<file path="config.mk">
export PLATFORM = sky130hd
export DESIGN_NAME = rtcai_top
export DESIGN_NICKNAME = d
export VERILOG_FILES = /design/src/hdl/rtcai_pkg.sv /design/src/hdl/rtcai_top.sv
export SDC_FILE = /design/constraint.sdc
export NUM_CORES = 1
export LEC_CHECK = 0
export BUFFER_PORTS_ARGS = -buffer_cell sky130_fd_sc_hd__buf_2
export CAP_MARGIN = 20
export CORE_MARGIN = 10
export CORE_UTILIZATION = 52
export CTS_CLUSTER_DIAMETER = 120
export CTS_CLUSTER_SIZE = 20
export DETAILED_ROUTE_END_ITERATION = 6
export GPL_TIMING_DRIVEN = 0
export HOLD_SLACK_MARGIN = 0.12
export PLACE_DENSITY = 0.82
export RECOVER_POWER = 50
export SYNTH_ARGS = -nofsm -noshare
export SYNTH_HDL_FRONTEND = slang
export SYNTH_SLANG_ARGS = --single-unit
</file>
<file path="constraint.sdc">
create_clock -name I_REF_CLK -period 8.3 [get_ports I_REF_CLK]
set_clock_uncertainty 0.2 [all_clocks]
set_input_delay 0.83 -clock I_REF_CLK [delete_from_list [all_inputs] [get_ports I_REF_CLK]]
set_output_delay 0.83 -clock I_REF_CLK [all_outputs]
set_load 0.03 [all_outputs]
</file>
<file path="src/hdl/rtcai_pkg.sv">
// Purpose: Shared constants and types for the clock update and alarm interrupt block.
// Assumes: APB slave with 32-bit data, one register per aligned word.
// Notes:   Register indexes are kept as printed; byte address is four times the index.
package rtcai_pkg;

    // Register indexes and byte addresses
    localparam logic [3:0]  IDX_MINUTES   = 4'h1;
    localparam logic [3:0]  IDX_HOURS     = 4'h2;
    localparam logic [3:0]  IDX_WEEKDAY   = 4'h3;
    localparam logic [3:0]  IDX_DATE      = 4'h4;
    localparam logic [3:0]  IDX_MIN_ALARM = 4'h8;
    localparam logic [3:0]  IDX_HR_ALARM  = 4'h9;
    localparam logic [3:0]  IDX_WD_ALARM  = 4'hA;
    localparam logic [3:0]  IDX_EXT_CTRL  = 4'hD;
    localparam logic [3:0]  IDX_FLAGS     = 4'hE;
    localparam logic [3:0]  IDX_IRQ_CTRL  = 4'hF;
    localparam int          ADDR_SHIFT    = 2;
    localparam logic [11:0] ADDR_MINUTES   = 12'h0004;
    localparam logic [11:0] ADDR_HOURS     = 12'h0008;
    localparam logic [11:0] ADDR_WEEKDAY   = 12'h000C;
    localparam logic [11:0] ADDR_DATE      = 12'h0010;
    localparam logic [11:0] ADDR_MIN_ALARM = 12'h0020;
    localparam logic [11:0] ADDR_HR_ALARM  = 12'h0024;
    localparam logic [11:0] ADDR_WD_ALARM  = 12'h0028;
    localparam logic [11:0] ADDR_EXT_CTRL  = 12'h0034;
    localparam logic [11:0] ADDR_FLAGS     = 12'h0038;
    localparam logic [11:0] ADDR_IRQ_CTRL  = 12'h003C;

    // Field positions
    localparam int BIT_ALARM_EXCLUDE  = 7;
    localparam int BIT_WD_SELECT      = 6;
    localparam int BIT_UPD_INTERVAL   = 5;
    localparam int BIT_UPD_FLAG       = 5;
    localparam int BIT_ALARM_FLAG     = 3;
    localparam int BIT_UPD_IRQ_EN     = 5;
    localparam int BIT_ALARM_IRQ_EN   = 3;
    localparam int BIT_CTRL_RESET     = 0;

    // Writable bit masks; other bits are write-protected and read as zero
    localparam logic [7:0] MASK_MINUTES  = 8'h7F;
    localparam logic [7:0] MASK_HOURS    = 8'h3F;
    localparam logic [7:0] MASK_WEEKDAY  = 8'h7F;
    localparam logic [7:0] MASK_DATE     = 8'h3F;
    localparam logic [7:0] MASK_IRQ_CTRL = 8'hFD;

    // Values after reset
    localparam logic [7:0] RST_MINUTES  = 8'h00;
    localparam logic [7:0] RST_HOURS    = 8'h00;
    localparam logic [7:0] RST_WEEKDAY  = 8'h01;
    localparam logic [7:0] RST_DATE     = 8'h01;
    localparam logic [7:0] RST_ALARM    = 8'h00;
    localparam logic [7:0] RST_EXT_CTRL = 8'h00;
    localparam logic [7:0] RST_IRQ_CTRL = 8'h00;
    localparam logic [5:0] RST_SECONDS  = 6'h00;

    // Counter limits; minutes, hours and date packed decimal, seconds binary, weekday one-hot
    localparam logic [5:0] SECONDS_LAST = 6'h3B;
    localparam logic [7:0] MINUTES_LAST = 8'h59;
    localparam logic [7:0] HOURS_LAST   = 8'h23;
    localparam logic [7:0] DATE_LAST    = 8'h31;
    localparam logic [7:0] DATE_FIRST   = 8'h01;
    localparam logic [7:0] WEEKDAY_LAST = 8'h40;

    // Timing
    localparam int CLK_PERIOD_PS   = 4000;
    localparam int UPD_HOLD_MAX_US = 7800;
    // Microseconds to picoseconds in two steps so the product stays inside int range
    localparam int UPD_HOLD_CYC    = ((UPD_HOLD_MAX_US * 1000) / CLK_PERIOD_PS) * 1000;
    localparam int HOLD_CNT_W      = 21;

    typedef enum logic [1:0] {
        UPD_IDLE = 2'b01,
        UPD_HOLD = 2'b10
    } rtcai_upd_state_t;

    typedef struct packed {
        logic upd_irq_en;
        logic alarm_irq_en;
        logic count_reset;
        logic wd_select;
        logic upd_interval;
    } rtcai_ctrl_t;

endpackage : rtcai_pkg

</file>
<file path="src/hdl/rtcai_top.sv">
// Purpose: Time counters, update and alarm interrupt sources, shared open-drain request.
// Assumes: I_SEC_TICK is a one-cycle pulse once per second, synchronous to I_REF_CLK.
// Notes:   APB answers with no wait state; read data is captured in the setup cycle.
//
// Chosen here: register access over APB.
`timescale 1ns/10ps

// Behaviour
// - Update flag sets on each update event and stays until software writes zero.
// - Clearing the update flag does not release an update request already driving.
// - Writing one to a sticky event flag leaves that flag unchanged.
// - Update event drives the request low only when update enable is one.
// - Clearing update enable cancels an active update request one cycle after the enable bit clears.
// - Update-driven low releases by itself within 7.8 ms of the event.
// - One source disabled never stops another enabled source driving the request.
// - Alarm flag sets when minute, hour and weekday or date settings match time.
// - Alarm fires only when counters advance into a match, never on programming.
// - Alarm flag stays one until software clears it.
// - Enabled alarm holds the request low until flag or enable is cleared.
// - Clearing alarm enable releases the request at once; enable gates a set flag.
// - Clearing the alarm flag releases an alarm-held request immediately.
// - Alarm event with enable zero leaves the request released.
// - While the control reset bit is one no alarm events are raised.
// - Select zero compares weekday bits; select one compares the date.
// - Alarm registers serve as plain storage; software keeps alarm enable zero then.
// - Write-protected bits ignore writes and read as zero.
// - An alarm register with its exclude bit set is left out of the compare.
// - Interval select picks second updates at zero, minute updates at one.
module rtcai_top
    import rtcai_pkg::*;
#(
    parameter int P_UPD_HOLD_CYC = UPD_HOLD_CYC
) (
    input  wire logic        I_REF_CLK,
    input  wire logic        I_RST,
    input  wire logic        I_SEC_TICK,
    input  wire logic        I_PSEL,
    input  wire logic        I_PENABLE,
    input  wire logic        I_PWRITE,
    input  wire logic [11:0] I_PADDR,
    input  wire logic [31:0] I_PWDATA,
    output logic      [31:0] O_PRDATA,
    output logic             O_PREADY,
    output logic             O_PSLVERR,
    output logic             O_INT_N_O,
    output logic             O_INT_N_OE
);

    function automatic logic [7:0] bcd_inc(input logic [7:0] v);
        logic [7:0] r;
        r = 8'h00;
        if (v[3:0] == 4'h9) begin
            r = {v[7:4] + 4'h1, 4'h0};
        end else begin
            r = {v[7:4], v[3:0] + 4'h1};
        end
        return r;
    endfunction : bcd_inc

    logic [5:0]       sec_ff;
    logic [7:0]       min_ff;
    logic [7:0]       hour_ff;
    logic [7:0]       wday_ff;
    logic [7:0]       date_ff;
    logic [7:0]       alarm_ff [3];
    logic [7:0]       ext_ff;
    logic [7:0]       ctrl_ff;
    logic             upd_flag_ff;
    logic             alarm_flag_ff;
    logic             advanced_ff;
    logic [31:0]      prdata_ff;
    rtcai_upd_state_t upd_state_ff;
    rtcai_upd_state_t nxt_upd_state;
    logic [HOLD_CNT_W-1:0] hold_cnt_ff;
    logic [HOLD_CNT_W-1:0] nxt_hold_cnt;

    rtcai_ctrl_t ctrl;
    assign ctrl.upd_irq_en   = ctrl_ff[BIT_UPD_IRQ_EN];
    assign ctrl.alarm_irq_en = ctrl_ff[BIT_ALARM_IRQ_EN];
    assign ctrl.count_reset  = ctrl_ff[BIT_CTRL_RESET];
    assign ctrl.wd_select    = ext_ff[BIT_WD_SELECT];
    assign ctrl.upd_interval = ext_ff[BIT_UPD_INTERVAL];

    // Bus decode
    wire        setup_phase = I_PSEL & ~I_PENABLE;
    wire        access_wr   = I_PSEL & I_PENABLE & I_PWRITE;
    wire [3:0]  reg_idx     = I_PADDR[ADDR_SHIFT +: 4];
    wire        upper_zero  = (I_PADDR[11:6] == 6'h00) && (I_PADDR[1:0] == 2'b00);
    wire        hit_min     = upper_zero && (reg_idx == IDX_MINUTES);
    wire        hit_hour    = upper_zero && (reg_idx == IDX_HOURS);
    wire        hit_wday    = upper_zero && (reg_idx == IDX_WEEKDAY);
    wire        hit_date    = upper_zero && (reg_idx == IDX_DATE);
    wire        hit_amin    = upper_zero && (reg_idx == IDX_MIN_ALARM);
    wire        hit_ahour   = upper_zero && (reg_idx == IDX_HR_ALARM);
    wire        hit_awd     = upper_zero && (reg_idx == IDX_WD_ALARM);
    wire        hit_ext     = upper_zero && (reg_idx == IDX_EXT_CTRL);
    wire        hit_flags   = upper_zero && (reg_idx == IDX_FLAGS);
    wire        hit_ctrl    = upper_zero && (reg_idx == IDX_IRQ_CTRL);
    wire        mapped      = hit_min | hit_hour | hit_wday | hit_date | hit_amin
                            | hit_ahour | hit_awd | hit_ext | hit_flags | hit_ctrl;
    wire [7:0]  wbyte       = I_PWDATA[7:0];

    wire [7:0] flags_rd = {2'b00, upd_flag_ff, 1'b0, alarm_flag_ff, 3'b000};
    wire [7:0] rd_byte  = hit_min   ? min_ff      :
                          hit_hour  ? hour_ff     :
                          hit_wday  ? wday_ff     :
                          hit_date  ? date_ff     :
                          hit_amin  ? alarm_ff[0] :
                          hit_ahour ? alarm_ff[1] :
                          hit_awd   ? alarm_ff[2] :
                          hit_ext   ? ext_ff      :
                          hit_flags ? flags_rd    :
                          hit_ctrl  ? ctrl_ff     : 8'h00;

    assign O_PREADY  = 1'b1;
    assign O_PSLVERR = I_PSEL & I_PENABLE & ~mapped;
    assign O_PRDATA  = prdata_ff;

    // Time base
    wire sec_evt   = I_SEC_TICK & ~ctrl.count_reset;
    wire sec_wrap  = sec_evt && (sec_ff == SECONDS_LAST);
    wire min_wrap  = sec_wrap && (min_ff == MINUTES_LAST);
    wire hour_wrap = min_wrap && (hour_ff == HOURS_LAST);
    wire [7:0] nxt_min  = min_wrap ? 8'h00 : bcd_inc(min_ff);
    wire [7:0] nxt_hour = hour_wrap ? 8'h00 : bcd_inc(hour_ff);
    wire [7:0] nxt_wday = (wday_ff == WEEKDAY_LAST) ? RST_WEEKDAY : {wday_ff[6:0], 1'b0};
    wire [7:0] nxt_date = (date_ff == DATE_LAST) ? DATE_FIRST : bcd_inc(date_ff);

    // Update events
    wire upd_evt = ctrl.upd_interval ? sec_wrap : sec_evt;

    // Alarm compare; each register may be excluded
    wire [2:0] field_hit;
    wire [7:0] time_sel [3];
    assign time_sel[0] = min_ff;
    assign time_sel[1] = hour_ff;
    assign time_sel[2] = ctrl.wd_select ? date_ff : wday_ff;
    genvar g;
    generate
        for (g = 0; g < 3; g++) begin : g_alarm_cmp
            logic eq;
            if (g == 2) begin : g_day
                // Weekday may name several days at once
                assign eq = ctrl.wd_select ?
                            (alarm_ff[g][5:0] == time_sel[g][5:0]) :
                            ((alarm_ff[g][6:0] & time_sel[g][6:0]) != 7'h00);
            end else begin : g_time
                // Hour alarm bit 6 is free storage and must not take part in the compare
                localparam logic [7:0] CMP_MASK = (g == 0) ? MASK_MINUTES : MASK_HOURS;
                assign eq = (alarm_ff[g][6:0] & CMP_MASK[6:0])
                         == (time_sel[g][6:0] & CMP_MASK[6:0]);
            end
            assign field_hit[g] = alarm_ff[g][BIT_ALARM_EXCLUDE] | eq;
        end
    endgenerate

    // Compare only on the cycle after the minute counter advances
    wire alarm_evt = advanced_ff & (&field_hit) & ~ctrl.count_reset;

    // Sticky flags: a set in the same cycle as a clear write wins
    wire flag_wr      = access_wr & hit_flags;
    wire clr_upd      = flag_wr & ~wbyte[BIT_UPD_FLAG];
    wire clr_alarm    = flag_wr & ~wbyte[BIT_ALARM_FLAG];
    wire nxt_upd_flag   = upd_evt | (upd_flag_ff & ~clr_upd);
    wire nxt_alarm_flag = alarm_evt | (alarm_flag_ff & ~clr_alarm);

    // Update request holder; flag clear does not touch it
    wire upd_start = upd_evt & ctrl.upd_irq_en;
    always_comb begin
        nxt_upd_state = upd_state_ff;
        nxt_hold_cnt  = hold_cnt_ff;
        case (upd_state_ff)
            UPD_IDLE: begin
                if (upd_start) begin
                    nxt_upd_state = UPD_HOLD;
                    nxt_hold_cnt  = HOLD_CNT_W'(P_UPD_HOLD_CYC - 1);
                end
            end
            UPD_HOLD: begin
                if (!ctrl.upd_irq_en) begin
                    nxt_upd_state = UPD_IDLE;
                end else if (upd_start) begin
                    nxt_hold_cnt = HOLD_CNT_W'(P_UPD_HOLD_CYC - 1);
                end else if (hold_cnt_ff == '0) begin
                    nxt_upd_state = UPD_IDLE;
                end else begin
                    nxt_hold_cnt = hold_cnt_ff - 1'b1;
                end
            end
            default: begin
                nxt_upd_state = UPD_IDLE;
            end
        endcase
    end

    // Open-drain request; level tied low, enable is an OR of logic on flop outputs only
    wire upd_active   = (upd_state_ff == UPD_HOLD);
    wire alarm_active = alarm_flag_ff & ctrl.alarm_irq_en;
    assign O_INT_N_O  = 1'b0;
    assign O_INT_N_OE = upd_active | alarm_active;

    always_ff @(posedge I_REF_CLK) begin
        if (I_RST) begin
            upd_state_ff <= UPD_IDLE;
            hold_cnt_ff  <= '0;
        end else begin
            upd_state_ff <= nxt_upd_state;
            hold_cnt_ff  <= nxt_hold_cnt;
        end
    end

    always_ff @(posedge I_REF_CLK) begin
        if (I_RST) begin
            upd_flag_ff   <= 1'b0;
            alarm_flag_ff <= 1'b0;
            advanced_ff   <= 1'b0;
            prdata_ff     <= 32'h0000_0000;
        end else begin
            upd_flag_ff   <= nxt_upd_flag;
            alarm_flag_ff <= nxt_alarm_flag;
            advanced_ff   <= sec_wrap;
            if (setup_phase) begin
                prdata_ff <= {24'h00_0000, rd_byte};
            end
        end
    end

    // Configuration and alarm storage
    always_ff @(posedge I_REF_CLK) begin
        if (I_RST) begin
            alarm_ff[0] <= RST_ALARM;
            alarm_ff[1] <= RST_ALARM;
            alarm_ff[2] <= RST_ALARM;
            ext_ff      <= RST_EXT_CTRL;
            ctrl_ff     <= RST_IRQ_CTRL;
        end else begin
            if (access_wr && hit_amin) begin
                alarm_ff[0] <= wbyte;
            end
            if (access_wr && hit_ahour) begin
                alarm_ff[1] <= wbyte;
            end
            if (access_wr && hit_awd) begin
                alarm_ff[2] <= wbyte;
            end
            if (access_wr && hit_ext) begin
                ext_ff <= wbyte;
            end
            if (access_wr && hit_ctrl) begin
                ctrl_ff <= wbyte & MASK_IRQ_CTRL;
            end
        end
    end

    // Time counters; a software write wins over a tick in the same cycle
    always_ff @(posedge I_REF_CLK) begin
        if (I_RST) begin
            sec_ff  <= RST_SECONDS;
            min_ff  <= RST_MINUTES;
            hour_ff <= RST_HOURS;
            wday_ff <= RST_WEEKDAY;
            date_ff <= RST_DATE;
        end else begin
            if (ctrl.count_reset) begin
                sec_ff <= RST_SECONDS;
            end else if (sec_evt) begin
                sec_ff <= sec_wrap ? RST_SECONDS : sec_ff + 6'h01;
            end
            if (access_wr && hit_min) begin
                min_ff <= wbyte & MASK_MINUTES;
            end else if (sec_wrap) begin
                min_ff <= nxt_min;
            end
            if (access_wr && hit_hour) begin
                hour_ff <= wbyte & MASK_HOURS;
            end else if (min_wrap) begin
                hour_ff <= nxt_hour;
            end
            if (access_wr && hit_wday) begin
                wday_ff <= wbyte & MASK_WEEKDAY;
            end else if (hour_wrap) begin
                wday_ff <= nxt_wday;
            end
            if (access_wr && hit_date) begin
                date_ff <= wbyte & MASK_DATE;
            end else if (hour_wrap) begin
                date_ff <= nxt_date;
            end
        end
    end

endmodule : rtcai_top

</file>
==> impl_metrics.py <==
metrics = {
    "run_status": {
        "status": "completed",
    },
    "clock_tree": {
        "htreeDepth": 3,
        "cts_setup_buffers": 0,
        "cts_inserted_buffers": 9,
        "clk_pin_slew_ns": 0.07,
        "clockBufferDepth": 2,
        "clockRootBuffer": "clkbuf_16",
        "post_cts_resized": 0,
        "cts_num_sinks": 111,
        "postCtsHoldBufs": 0,
        "cts_tree": "done",
        "clkLatencyLatePin_ns": 0.37,
    },
    "global_route": {
        "grt_pass1_vias": 5562,
        "track_usage_pct": 21.78,
        "antenna_found_initial": 1,
        "grt_pass1_wl_um": 30680,
        "grt_max_degree": 21,
        "overflow": 0,
    },
    "worst_setup_path": {
        "start_kind": "primary input",
        "path_class": "primary input to output pin",
        "reg2reg_depth": 9,
        "r2r_end": "hold_cnt_ff[11]$_SDFFE_PP0P_",
        "r2r-start": "sec_ff[0]$_SDFFE_PP0P_",
        "arrival_ns": 2.65,
        "cp.required_ns": 7.27,
        "path_max_fanout": 10,
        "setup.worst_path.end_class": "output pin",
        "reg2reg_slack_ns": 5.04,
    },
    "sta": {
        "post-route-period-util_pct": 44.37,
        "fmax_mhz": 271.5,
        "slew_headroom_pct": 32.57,
        "rsz0062_at_grt": "no",
        "worst_pin_slew_ns": 1.011,
        "setup_viol_count_final": 0,
        "period_minus_slack_ns": 3.683,
        "slew_violations": 0,
        "fin_hold_ws_ns": 0.2560,
        "setup-tns-final_ns": 0,
        "finalHoldViolCount": 0,
    },
    "worst_hold_path": {
        "holdPathEnd": "ext_ff[3]$_SDFFE_PP0P_",
        "hold_path_startpoint": "ext_ff[3]$_SDFFE_PP0P_",
        "hold_class": "register to register",
        "hold_depth": 2,
    },
    "synth": {
        "yosysTopAreaCell": "dfxtp_1",
        "netlist.area_leader.share_pct": 26.74,
        "yosysMostFrequentCell": "dfxtp_1",
        "ys_top_cells_by_area": "dfxtp_1, edfxtp_1, nor2_1, a21oi_1, xor2_1",
        "ys_types": 71,
        "yosys_warnings": 0,
        "syn_area_um2": 6514,
        "ys.flop_type": "dfxtp_1",
        "synthArstFlopShare_pct": 0,
        "synth-edff-count": 24,
        "syn_inst": 763,
        "syn_area_per_cell_um2": 8.537,
        "synthTopCellsByCount": "dfxtp_1, nor2_1, nand2_1",
        "synth-seq-area-share_pct": 37.80,
        "synth_seq_cells": 111,
    },
    "route": {
        "via_per_inst": 6.063,
        "ant_nets": 0,
        "first_iter_violations": 677,
        "drc": 0,
        "wl_per_cell_um": 19.53,
        "vias": 6087,
        "finalWirelength_um": 19610,
        "dr.pass1.iters": 6,
    },
    "power_and_ir_drop": {
        "vdd_drop_max_v": 0.0001230,
        "leakagePower_uw": 0.002680,
        "cellPowerDensity_nw_per_um2": 154.1,
    },
    "final_layout": {
        "utilization_pct": 59.33,
        "drive_gt1_share_pct": 10.18,
        "final_cells": 1004,
        "area_growth_pct": 10.78,
        "nets": 895,
    },
    "placement": {
        "dp_hpwl_um": 14500,
        "numPortBuffers": 32,
        "dp_cells": 987,
        "gp_congestion": 1.087,
    },
    "floorplanning": {
        "rows": 40,
        "die_height_um": 131.9,
        "ioPinCount": 86,
        "initial_core_util_pct": 53.56,
        "die_area_um2": 17400,
        "fp.coreArea_um2": 12160,
        "die_w_um": 131.9,
    },
    "run": {
        "drv_cap": 0,
    },
}
## how the worst max path moves through the flow
stage / start / end / cells after the start
2_1_floorplan: I_PADDR[5] / O_PSLVERR / 6
3_3_place_gp: I_PADDR[4] / O_PSLVERR / 7
3_5_place_dp: I_PADDR[4] / O_PSLVERR / 7
4_1_cts: I_PADDR[4] / O_PSLVERR / 7
5_1_grt: I_PADDR[4] / O_PSLVERR / 7
6_report: I_PADDR[4] / O_PSLVERR / 7
## through the flow
step	total power [µW]	worst slack, ns	instance area, µm²
3_5_place_dp	690.1	4.749	6974
5_1_grt	1140	4.541	7213
4_1_cts	1110	4.754	7261
3_3_place_gp	689.9	4.715	6974
2_1_floorplan	651.9	5.078	6604
6_report	1112	4.617	7216
## routing by layer
layer | up-vias | track usage [%] | wire, µm
met5 | - | 0 | 0
met4 | 0 | 10.75 | 830
met3 | 74 | 5.335 | 1751
met2 | 293 | 33.83 | 8755
met1 | 2853 | 27.53 | 8269
li1 | 2867 | - | -
## report_power, final
group	switching, µW	total [µW]	internal [µW]
Clock	220	432	211
Combinational	78.2	113	34.6
Sequential	8.66	567	559
## area by class of cell
class | instances | area (µm²)
plain buffers | 71 | 375.4
well taps | 168 | 210.2
clock inverters | 7 | 61.31
inverters | 12 | 45.04
repair buffers | 32 | 145.1
multi-input cells | 593 | 3689
fillers | 1126 | 4946
flip-flops and latches | 111 | 2462
diodes | 1 | 2.502
clock buffers | 9 | 225.2
## cells in the final DEF, fill, tap and decap left out, types with 24 or more instances in the layout
master	Yosys	final
edfxtp_1	24	24
o21ai_0	38	38
nand2_1	47	47
nor2_1	83	83
buf_4	27	26
nor3_1	34	34
conb_1	2	26
dfxtp_1	87	87
clkbuf_1	32	49
nand3_1	33	33
a21oi_1	46	46
xor2_1	26	26
## registers in the layout, summed over array words and instances (netlist names)
signal         flops
upd_state_ff       2
sec_ff             6
hour_ff            8
upd_flag_ff        1
alarm_ff          24
hold_cnt_ff       21
alarm_flag_ff      1
wday_ff            8
min_ff             8
O_PRDATA           8
advanced_ff        1
date_ff            8
ctrl_ff            7
ext_ff             8
## critical path, cell delays in order
cell	delay, ns
clkbuf_1	0.19
clkbuf_1	0.38
clkinv_1	0.40
nand2_1	0.27
a31oi_1	0.10
a31oi_1	0.24
buf_2	0.24
## kinds of logic after synthesis
kind of cell | after synthesis | synth area share [%]
AND/OR/NAND/NOR | 313 | 25.37
AO/OA/AOI/OAI | 170 | 17.19
flip-flops | 111 | 37.80
buffers and inverters | 83 | 6.588
XOR/XNOR | 38 | 5.110
multiplexers | 31 | 4.937
adder cells (fa/ha/maj) | 15 | 2.881
other | 2 | 0.1153
Power figures use the tool's default switching activity.
